### src/rtl/cgt_map.vh
// Purpose: Offsets, fields, reset values and timing for the clock generator control block
// Assumes: Avalon-MM word addressing of byte registers, index times four
// Notes:   Constants only
// How it works
// (RQ1) Capacitor: 384 fixed plus trim units, 639
// (RQ2) Trim step about 0.195 percent, inverse
// (RQ3) Trim resets to 128, range centre
// (RQ4) Software trims against timer capture measurements
// (RQ5) Software keeps trim copy in memory
// (RQ6) Generator keeps running during wait mode
// (RQ7) Software slows clocks before wait for power
// (RQ8) Stop halts activity, output clocks held low
// (RQ9) Stop keeps all register values intact
// (RQ10) Slow option reduces amplifier drive strength
// (RQ11) Slow option sets monitor external expectation
// (RQ12) Slow option defaults to cleared state
// (RQ13) Five byte registers, documented control bits
// (RQ14) Reset values; divider and stage unaffected
// (RQ15) Monitor and source forced states apply continuously
// (RQ16) Generator off bits force related bits
// (RQ17) Unstable clocks block certain bit writes
// (RQ18) Numeric registers ignore writes when locked
// (RQ19) Multiplier or trim write clears internal stable
// (RQ20) Clock loss sets fail, forces selection
// (RQ21) Source select routes external or internal clock
// (RQ22) External stable after 4096 external cycles
// (RQ23) Fail cleared by read then zero write
// (RQ24) Internal clock base times multiplier, zero one
// (RQ25) Interlocks use current state, forces same cycle
`ifndef CGT_MAP_VH
`define CGT_MAP_VH
`define CGT_IDX_CTRL      8'h36
`define CGT_IDX_MULT      8'h37
`define CGT_IDX_TRIM      8'h38
`define CGT_IDX_DIV       8'h39
`define CGT_IDX_STAGE     8'h3A
`define CGT_B_IRQ_EN      7
`define CGT_B_FAIL        6
`define CGT_B_MON_ON      5
`define CGT_B_SRC_SEL     4
`define CGT_B_INT_ON      3
`define CGT_B_INT_STB     2
`define CGT_B_EXT_ON      1
`define CGT_B_EXT_STB     0
`define CGT_RST_CTRL      8'h08
`define CGT_RST_MULT      7'h15
`define CGT_RST_TRIM      8'h80
`define CGT_CAP_FIXED     10'h180
`define CGT_EXT_STB_CYC   4096
`define CGT_INT_STB_CYC   32
`endif

### src/rtl/cgt_clock_ctrl.v
// Purpose: Register file and interlocks of an on-chip clock generator
// Assumes: Avalon-MM slave, byte address = register index * 4
// Notes:   Oscillators are analog and outside; their levels arrive as inputs
`timescale 1ns/100ps
`default_nettype none
`include "cgt_map.vh"
module cgt_clock_ctrl #(
  parameter EXT_STB_CYC = `CGT_EXT_STB_CYC,
  parameter INT_STB_CYC = `CGT_INT_STB_CYC
) (
  input  wire        clock,
  input  wire        reset_n,
  input  wire [9:0]  avs_address,
  input  wire        avs_read,
  input  wire        avs_write,
  input  wire [31:0] avs_writedata,
  output reg  [31:0] avs_readdata,
  output reg         avs_waitrequest,
  input  wire        stop_mode,
  input  wire        slow_crystal_option,
  input  wire        internal_osc_clock,
  input  wire        external_osc_clock,
  input  wire        internal_clock_lost,
  input  wire        external_clock_lost,
  output reg         osc_output_clock,
  output reg         bus_clock_output,
  output reg         internal_gen_enable,
  output reg         external_gen_enable,
  output reg         amp_low_drive,
  output reg         monitor_slow_ext,
  output reg         monitor_enable,
  output reg         monitor_irq,
  output reg  [9:0]  capacitor_units,
  output reg  [6:0]  multiplier_eff,
  output reg  [3:0]  divider_eff,
  output reg  [7:0]  stage_out
);
  reg        irq_en_q, fail_q, mon_on_q, src_sel_q, int_on_q, int_stb_q, ext_on_q, ext_stb_q;
  reg [6:0]  mult_q;
  reg [7:0]  trim_q;
  reg [3:0]  div_q;
  reg [7:0]  stage_q;
  reg        fail_seen_q;
  reg        ack_q;
  reg [12:0] ext_cnt_q;
  reg [5:0]  int_cnt_q;
  reg        ext_meta_q;
  reg        ext_sync_q;
  reg        ext_prev_q;
  reg        bus_div_q;
  wire [7:0] idx = avs_address[9:2];
  wire       req = (avs_read | avs_write) & ~ack_q;
  // Writes land only at the edge that sees waitrequest low
  wire       wr = avs_write & ack_q;
  wire       rd = avs_read & req;
  wire [7:0] wd = avs_writedata[7:0];
  wire       wr_ctrl = wr & (idx == `CGT_IDX_CTRL);
  wire       num_lock = mon_on_q | fail_q;                                   // [RQ18]
  wire       wr_mult = wr & (idx == `CGT_IDX_MULT) & ~num_lock & ~irq_en_q; // [RQ18] [RQ19]
  wire       wr_trim = wr & (idx == `CGT_IDX_TRIM) & ~num_lock & ~irq_en_q; // [RQ18] [RQ19]
  wire       dco_lock = num_lock | int_on_q | ~src_sel_q | ~ext_on_q;        // [RQ18]
  wire       wr_div = wr & (idx == `CGT_IDX_DIV) & ~dco_lock;
  wire       wr_stg = wr & (idx == `CGT_IDX_STAGE) & ~dco_lock;
  wire       int_loss = mon_on_q & internal_clock_lost;                      // [RQ20]
  wire       ext_loss = mon_on_q & external_clock_lost;                      // [RQ20]
  wire       ext_edge = ext_sync_q & ~ext_prev_q;
  reg  [7:0] c;
  reg        n_ie, n_fail, n_mon, n_src, n_ion, n_istb, n_eon, n_estb;
  always @* begin
    c = {irq_en_q, fail_q, mon_on_q, src_sel_q, int_on_q, int_stb_q, ext_on_q, ext_stb_q};
    n_ie = irq_en_q;
    n_mon = mon_on_q;
    n_src = src_sel_q;
    n_ion = int_on_q;
    n_eon = ext_on_q;
    if (wr_ctrl) begin
      // Sets need both clocks stable, judged on current state
      n_ie  = wd[`CGT_B_IRQ_EN] & ((irq_en_q | (mon_on_q & int_stb_q & ext_stb_q)));   // [RQ17] [RQ25]
      n_mon = wd[`CGT_B_MON_ON] & ((mon_on_q | (int_stb_q & ext_stb_q)));               // [RQ17] [RQ25]
      if (wd[`CGT_B_SRC_SEL] & ~src_sel_q & ext_stb_q)
        n_src = 1'b1;                                                                    // [RQ17]
      if (~wd[`CGT_B_SRC_SEL] & src_sel_q & int_stb_q)
        n_src = 1'b0;                                                                    // [RQ17]
      n_ion = wd[`CGT_B_INT_ON];
      n_eon = wd[`CGT_B_EXT_ON];
    end
    // Set by event wins over the software clear
    n_fail = fail_q | int_loss | ext_loss;                                               // [RQ20]
    if (wr_ctrl & ~wd[`CGT_B_FAIL] & fail_seen_q & ~int_loss & ~ext_loss)
      n_fail = 1'b0;                                                                     // [RQ23]
    if (n_fail | n_mon) begin
      n_mon = 1'b1;                                                                      // [RQ15]
      n_ion = 1'b1;
      n_eon = 1'b1;
    end
    if (int_loss)
      n_src = 1'b1;                                                                      // [RQ20]
    if (ext_loss)
      n_src = 1'b0;                                                                      // [RQ20]
    if (~n_src)
      n_ion = 1'b1;                                                                      // [RQ15]
    else
      n_eon = 1'b1;                                                                      // [RQ15]
    if (~n_ion) begin
      n_src = 1'b1;                                                                      // [RQ16]
      n_eon = 1'b1;
    end
    if (~n_eon) begin
      n_src = 1'b0;                                                                      // [RQ16]
      n_ion = 1'b1;
    end
    if (~n_mon) begin
      n_ie = 1'b0;                                                                       // [RQ15]
      n_fail = 1'b0;
    end
    n_istb = int_stb_q | (int_cnt_q == INT_STB_CYC[5:0]);
    if (~n_ion | int_loss | wr_mult | wr_trim)
      n_istb = 1'b0;                                                                     // [RQ16] [RQ19] [RQ20]
    n_estb = ext_stb_q | (ext_cnt_q == EXT_STB_CYC[12:0]);                              // [RQ22]
    if (~n_eon | ext_loss)
      n_estb = 1'b0;                                                                     // [RQ16] [RQ20]
  end
  always @(posedge clock) begin
    if (!reset_n) begin
      {irq_en_q, fail_q, mon_on_q, src_sel_q, int_on_q, int_stb_q, ext_on_q, ext_stb_q} <= `CGT_RST_CTRL; // [RQ14]
      mult_q          <= `CGT_RST_MULT;                                                  // [RQ14]
      trim_q          <= `CGT_RST_TRIM;                                                  // [RQ3]
      fail_seen_q     <= 1'b0;
      ack_q           <= 1'b0;
      avs_waitrequest <= 1'b1;
      avs_readdata    <= 32'h00000000;
      ext_cnt_q       <= 13'h0000;
      int_cnt_q       <= 6'h00;
      ext_meta_q      <= 1'b0;
      ext_sync_q      <= 1'b0;
      ext_prev_q      <= 1'b0;
      bus_div_q       <= 1'b0;
      osc_output_clock <= 1'b0;
      bus_clock_output <= 1'b0;
    end else begin
      // One wait cycle, then a single-cycle acknowledge
      ack_q           <= req;
      avs_waitrequest <= ~req;
      if (rd) begin
        case (idx)                                                                       // [RQ13]
          `CGT_IDX_CTRL:  avs_readdata <= {24'h000000, c};
          `CGT_IDX_MULT:  avs_readdata <= {25'h0000000, mult_q};
          `CGT_IDX_TRIM:  avs_readdata <= {24'h000000, trim_q};
          `CGT_IDX_DIV:   avs_readdata <= {28'h0000000, div_q};
          `CGT_IDX_STAGE: avs_readdata <= {24'h000000, stage_q};
          default:        avs_readdata <= 32'h00000000;
        endcase
      end
      if (rd & (idx == `CGT_IDX_CTRL))
        fail_seen_q <= fail_q;                                                           // [RQ23]
      else if (wr_ctrl)
        fail_seen_q <= 1'b0;
      // Stop freezes the clock state; registers simply hold while the bus still answers
      if (!stop_mode) begin                                                              // [RQ8] [RQ9]
        {irq_en_q, fail_q, mon_on_q, src_sel_q, int_on_q, int_stb_q, ext_on_q, ext_stb_q} <=
          {n_ie, n_fail, n_mon, n_src, n_ion, n_istb, n_eon, n_estb};                   // [RQ25]
        if (wr_mult)
          mult_q <= wd[6:0];
        if (wr_trim)
          trim_q <= wd;                                                                  // [RQ2]
        // Edge detector reads only the second and third flops
        ext_meta_q <= external_osc_clock;
        ext_sync_q <= ext_meta_q;
        ext_prev_q <= ext_sync_q;
        // A lost clock restarts the start-up count
        if (~n_eon | ext_loss)
          ext_cnt_q <= 13'h0000;                                                         // [RQ20]
        else if (ext_edge & ~ext_stb_q)
          ext_cnt_q <= ext_cnt_q + 13'h0001;                                             // [RQ22]
        if (~n_ion | wr_mult | wr_trim | int_stb_q)
          int_cnt_q <= 6'h00;
        else
          int_cnt_q <= int_cnt_q + 6'h01;
        bus_div_q        <= ~bus_div_q;
        osc_output_clock <= src_sel_q ? external_osc_clock : internal_osc_clock;         // [RQ21]
        bus_clock_output <= bus_div_q;
      end else begin
        osc_output_clock <= 1'b0;                                                        // [RQ8]
        bus_clock_output <= 1'b0;
      end
    end
  end
  // Divider and stage are loop-owned state with no reset
  always @(posedge clock) begin
    if (wr_div & ~stop_mode)
      div_q <= wd[3:0];
    if (wr_stg & ~stop_mode)
      stage_q <= wd;
  end
  always @(posedge clock) begin
    if (!reset_n) begin
      internal_gen_enable <= 1'b1;
      external_gen_enable <= 1'b0;
      amp_low_drive       <= 1'b0;                                                       // [RQ12]
      monitor_slow_ext    <= 1'b0;
      monitor_enable      <= 1'b0;
      monitor_irq         <= 1'b0;
      capacitor_units     <= `CGT_CAP_FIXED + 10'h080;
      multiplier_eff      <= 7'h15;
      divider_eff         <= 4'h0;
      stage_out           <= 8'h00;
    end else begin
      internal_gen_enable <= int_on_q & ~stop_mode;                                      // [RQ6] [RQ8]
      external_gen_enable <= ext_on_q & ~stop_mode;
      amp_low_drive       <= slow_crystal_option;                                        // [RQ10]
      monitor_slow_ext    <= slow_crystal_option;                                        // [RQ11]
      monitor_enable      <= mon_on_q & ~stop_mode;
      monitor_irq         <= irq_en_q & fail_q;                                          // [RQ6]
      capacitor_units     <= `CGT_CAP_FIXED + {2'b00, trim_q};                           // [RQ1]
      multiplier_eff      <= (mult_q == 7'h00) ? 7'h01 : mult_q;                         // [RQ24]
      divider_eff         <= (div_q > 4'h9) ? 4'h9 : div_q;
      stage_out           <= stage_q;
    end
  end
endmodule // cgt_clock_ctrl
`default_nettype wire

### config.mk
export PLATFORM = sky130hd
export DESIGN_NAME = cgt_clock_ctrl
export DESIGN_NICKNAME = d
export VERILOG_FILES = /design/src/rtl/cgt_clock_ctrl.v
export VERILOG_INCLUDE_DIRS = /design/src /design/src/rtl
export SDC_FILE = /design/constraint.sdc
export NUM_CORES = 1
export LEC_CHECK = 0
export BUFFER_PORTS_ARGS = -buffer_cell sky130_fd_sc_hd__buf_4
export CAP_MARGIN = 5
export CORE_MARGIN = 2
export CORE_UTILIZATION = 57
export DETAILED_ROUTE_END_ITERATION = 10
export HOLD_SLACK_MARGIN = 0.05
export PLACE_DENSITY = 0.88
export RECOVER_POWER = 100
export SKIP_LAST_GASP = 1
export SYNTH_ARGS = -nofsm -noshare
export SYNTH_HDL_FRONTEND = slang
export SYNTH_SLANG_ARGS = --single-unit
### constraint.sdc
create_clock -name clock -period 4 [get_ports clock]
set_clock_uncertainty 0.2 [all_clocks]
set_input_delay 0.6 -clock clock [delete_from_list [all_inputs] [get_ports clock]]
set_output_delay 0.6 -clock clock [all_outputs]
set_load 0.005 [all_outputs]
# ---- Word-level counts from Yosys, hierarchy flattened
# Cells that the tools add are included.
dict set report word_totals {
  regBits 129
  output_inout_bits 70
}
dict set report op_classes {
  addsub 3
  order_cmp 1
  eq_ne 8
  muxes 32
  bitwise 75
  reduce_logical 10
}
# op n
set op_table {}
lappend op_table {{$eq 8x6->1 const B} 5}
lappend op_table {{$pmux 8 s5} 1}
lappend op_table {{$and 1x1->1} 38}
lappend op_table {{$mux 1} 26}
lappend op_table {{$mux 13} 2}
lappend op_table {{$or 1x1->1} 19}
lappend op_table {{$not 1->1} 18}
lappend op_table {{$add 13x1->13 const B} 1}
lappend op_table {{$eq 13x13->1 const B} 1}
lappend op_table {{$add 9x8->10 const A} 1}
lappend op_table {{$reduce_and 2->1} 4}
lappend op_table {{$logic_not 7->1} 1}
lappend op_table {{$add 6x1->6 const B} 1}
lappend op_table {{$eq 6x6->1 const B} 1}
lappend op_table {{$mux 6} 1}
lappend op_table {{$reduce_or 2->1} 3}
lappend op_table {{$mux 5} 1}
lappend op_table {{$gt 4x4->1 const B} 1}
lappend op_table {{$mux 4} 1}
lappend op_table {{$reduce_bool 2->1} 2}
lappend op_table {{$ne 2x2->1 const B} 1}

# ---- Longest topological paths before layout
dict set report depth {
  ltp_word 17
  ltp_mapped 8
  mapped_depth_nobuf 7
}

# ---- Worst setup path before layout
# OpenSTA, ideal clock, no wires.
dict set report synth_timing {
  path_type {input-to-reg}
  start {input port avs_address[8]}
  end {register int_cnt_q[3]}
  t_arrival_ps 2070
  required_time_ps 3712
  slack_ps 1642
  cell_stages 7
  n_path_buf 1
  cell_sequence {nand4bb_1 > buf_2 > nor3_1 > a221oi_2 > a311oi_4 > nand2_2 > o32ai_2}
}
dict set report synth_via {
  elab_chain_cells 17
}
# item line_no
set synth_rtl {}
lappend synth_rtl {{start: declaration} cgt_clock_ctrl.v:13} ;# input wire [9:0] avs_address,
lappend synth_rtl {{$eq 8x6->1} n/a}
lappend synth_rtl {{$and 1x1->1} cgt_clock_ctrl.v:57} ;# wire wr_ctrl = wr & (idx == `CGT_IDX_CTRL);
lappend synth_rtl {{$and 1x1->1 (4 in a row)} cgt_clock_ctrl.v:89} ;# if (wr_ctrl & ~wd[`CGT_B_FAIL] & fail_seen_q & ~int_loss & ~ext_loss)
lappend synth_rtl {{$mux 1} cgt_clock_ctrl.v:89}
lappend synth_rtl {{$or 1x1->1} cgt_clock_ctrl.v:91} ;# if (n_fail | n_mon) begin
lappend synth_rtl {{$mux 1} cgt_clock_ctrl.v:91}
lappend synth_rtl {{$mux 1} cgt_clock_ctrl.v:100} ;# if (~n_src)
lappend synth_rtl {{$mux 1} cgt_clock_ctrl.v:104} ;# if (~n_ion) begin
lappend synth_rtl {{$mux 1} cgt_clock_ctrl.v:108} ;# if (~n_eon) begin
lappend synth_rtl {{$not 1->1} cgt_clock_ctrl.v:175} ;# if (~n_ion | wr_mult | wr_trim | int_stb_q)
lappend synth_rtl {{$or 1x1->1} cgt_clock_ctrl.v:175}
lappend synth_rtl {{$or 1x1->1 (*) (2 in a row)} cgt_clock_ctrl.v:175}
lappend synth_rtl {{$mux 6 (*)} cgt_clock_ctrl.v:175}
lappend synth_rtl {{end signal: assignment} cgt_clock_ctrl.v:178} ;# int_cnt_q <= int_cnt_q + 6'h01;
lappend synth_rtl {{end: declaration} cgt_clock_ctrl.v:46} ;# reg [5:0] int_cnt_q;
# Every way passes the cells marked *; elsewhere a longest branch is shown, timed or not.
# A chain may end at the register's enable or synchronous reset.

# ---- Worst setup path in the final report
# Ends and elaborated chain as after synthesis.

==> flow_metrics.py <==
metrics = {
    "status": {
        "status": "finished clean",
    },
    "pwr": {
        "pwr-share-comb": 0.081,
        "netSwitchingPower_mw": 0.489,
        "seq_power_share": 0.584,
        "power.density_nw_per_um2": 359,
        "clkPwrFrac": 0.336,
        "p_int_mw": 1.37,
        "swShare": 0.263,
        "ir_drop_uv": 246,
        "leakage_nw": 2.16,
    },
    "flow_run": {
        "maxCapViolCount": 0,
    },
    "sta": {
        "fin_crit_sh": 0.768,
        "finalCriticalPeriod_ns": 3.07,
        "finalSetupViolCount": 0,
        "rsz0062_at_grt": "false",
        "finalSetupTns_ns": 0,
        "fin_hold_ws_ns": 0.241,
        "tightest_slew_ns": 1.23,
        "max_freq_mhz": 325,
        "maxSlewHeadroom": 0.174,
        "slew_violations": 0,
        "hold_viol_final": 0,
    },
    "die": {
        "die_y_um": 93.8,
        "design.core.area_um2": 7770,
        "fp.dieArea_um2": 8790,
        "start_util": 0.591,
        "ioPinCount": 122,
        "num_rows": 32,
        "die_w_um": 93.8,
    },
    "cts": {
        "cts.sinks": 104,
        "clk_pin_slew_ns": 0.09,
        "cts_tree": "built",
        "htree_levels": 3,
        "cts_resized": 0,
        "cts_buffer_depth": 2,
        "cts_buffers": 9,
        "root_buffer": "clkbuf_8",
        "postCtsHoldBufs": 0,
        "clkLatencyLatePin_ns": 0.38,
        "post_cts_buffers": 0,
    },
    "synthesis": {
        "synthTopCellsByArea": "dfxtp_1 (40%), edfxtp_1 (7.8%), buf_4 (4.3%)",
        "ys_ff_latch": 104,
        "ys_warn_count": 0,
        "avgSynthCellArea_um2": 9.37,
        "synth_top_area_share": 0.401,
        "post-synth-top-area-cell": "dfxtp_1",
        "synth-main-ff-cell": "dfxtp_1",
        "async_reset_ff_frac": 0,
        "ys_seq_area_frac": 0.480,
        "synth_edf_count": 12,
        "synth_cells": 490,
        "syn_area_um2": 4590,
        "synth.distinct_cells": 65,
    },
    "grt": {
        "busiest_layer": "met2",
        "grt_pass1_wl_um": 16400,
        "overflow": 0,
        "grtUsageTotal": 0.238,
        "gr-usage-met3": 0.0490,
        "gr-usage-met1": 0.319,
        "met2_usage": 0.382,
        "grt_max_degree": 77,
        "antenna_found_initial": 0,
        "grt_pass1_vias": 3400,
    },
    "layout": {
        "antennaDiodeCount": 0,
        "final_util": 0.667,
        "nets": 608,
        "area_growth_pct": 12.9,
        "drive_above_1_share": 0.171,
    },
    "drt": {
        "drtPass1Iterations": 5,
        "viasPerCell": 5.72,
        "drtAntennaViolNets": 0,
        "drc": 0,
        "drt-initial-drc-count": 339,
        "wl_um": 10300,
        "detail_route.wl_per_cell_um": 15.6,
        "vias": 3768,
    },
    "placed_design": {
        "place_hpwl_um": 7360,
        "gp_congestion": 0.855,
        "numPortBuffers": 71,
    },
    "critical_path": {
        "startpoint_type": "input port",
        "cp.required_ns": 4.07,
        "r2r_slack_ns": 1.15,
        "worstPathMaxFanout": 11,
        "cp-end-kind": "register",
        "cp.arrival_ns": 3.14,
        "path_class": "in -> reg",
    },
    "hold_path": {
        "hp-class": "in -> reg",
    },
}
-- final cells by class --
cell class              count  area (um^2)
inverters                  20         75.1
fillers                   647         2580
clock buffers               9          124
repair buffers             74          518
clock inverters             7         61.3
flip-flops and latches    104         2200
multi-input cells         343         2070
well taps                 102          128
-- synthesized netlist by cell type, drive strengths merged (8+ instances only) --
cell type	number
a21oi	21
nor2b	13
a31oi	8
and2	24
nand3	19
nand2	51
o21ai	25
and3	9
edfxtp	12
nor3	10
a22oi	11
nor2	26
buf	31
inv	20
dfxtp	92
clkbuf	15
-- metal layers --
metal	vias up	routed length [um]	share of wire
li1	1814	-	-
met1	1745	4400	0.43
met2	184	4860	0.47
met3	25	797	0.077
met4	0	233	0.023
met5	-	0	0
-- power by group through the flow --
stage	clock network (mW)	logic, mW	registers (mW)
floorplan	0	0.114	1.10
global placement	0	0.152	1.11
detailed placement	0	0.157	1.11
CTS	0.629	0.157	1.08
global route	0.677	0.166	1.09
finish	0.624	0.150	1.09
-- logic make-up (layout without fill, tap and decap cells) --
| logic type | count (synthesis) | in the layout | synth area share |
|---|---|---|---|
| multiplexers | 11 | 11 | 0.0251 |
| buffers and inverters | 66 | 110 | 0.0774 |
| AND/OR/NAND/NOR | 198 | 198 | 0.243 |
| flip-flops | 104 | 104 | 0.480 |
| other | 1 | 24 | 0.000817 |
| adder cells (fa/ha/maj) | 4 | 4 | 0.0109 |
| XOR/XNOR | 4 | 4 | 0.00763 |
| AO/OA/AOI/OAI | 102 | 102 | 0.156 |
-- flip-flops by register name, summed over array words and instances, names as in the netlist, 4 cells and up --
name and cells:
stage_out 8, div_q 4, stage_q 8, mult_q 7
avs_readdata 8, trim_q 8, int_cnt_q 6, divider_eff 4
capacitor_units 9, ext_cnt_q 13, multiplier_eff 7
-- through the flow --
step	worst slack (ns)	cell area, um^2	instances	power (mW)
floorplan	1.64	4680	513	1.22
global placement	1.00	5080	643	1.26
detailed placement	0.920	5080	643	1.27
CTS	1.28	5270	659	1.87
global route	0.754	5180	659	1.93
finish	0.927	5180	659	1.86
-- path summary, 6_finish.rpt --
kind         cells past startpoint                 end           startpoint
max                              8        int_cnt_q[3]       avs_address[8]
min                              2    monitor_slow_ext  slow_crystal_option
max reg2reg                      5           trim_q[6]             mon_on_q
min reg2reg                      2  capacitor_units[0]            trim_q[0]
-- worst max-delay path: stages --
cell,delay (ns)
clkbuf_4,0.11
nand4bb_1,0.40
nor3_1,0.28
clkbuf_1,0.47
a221oi_1,0.32
a311oi_4,0.52
nand2_1,0.13
o32ai_1,0.31
-- cells in the final DEF (no fill, tap or decap), types with 5 or more instances in the layout --
cell and count:
nand2_1 50, nor2b_1 13, a21boi_0 6, and2_0 6, inv_1 20, mux2i_1 7, dfxtp_1 92, clkbuf_8 9
clkbuf_1 10, or3_1 7, conb_1 24, a31oi_1 8, nand3_1 18, and2_1 18, nor2_1 26, and3_1 8
nor3_1 10, o21a_1 5, nand2b_1 7, nor4_1 5, clkbuf_4 47, edfxtp_1 12, buf_4 17, a21oi_1 21
o21ai_0 25, a22oi_1 11
Note: power is estimated with default switching activity, not from simulation.
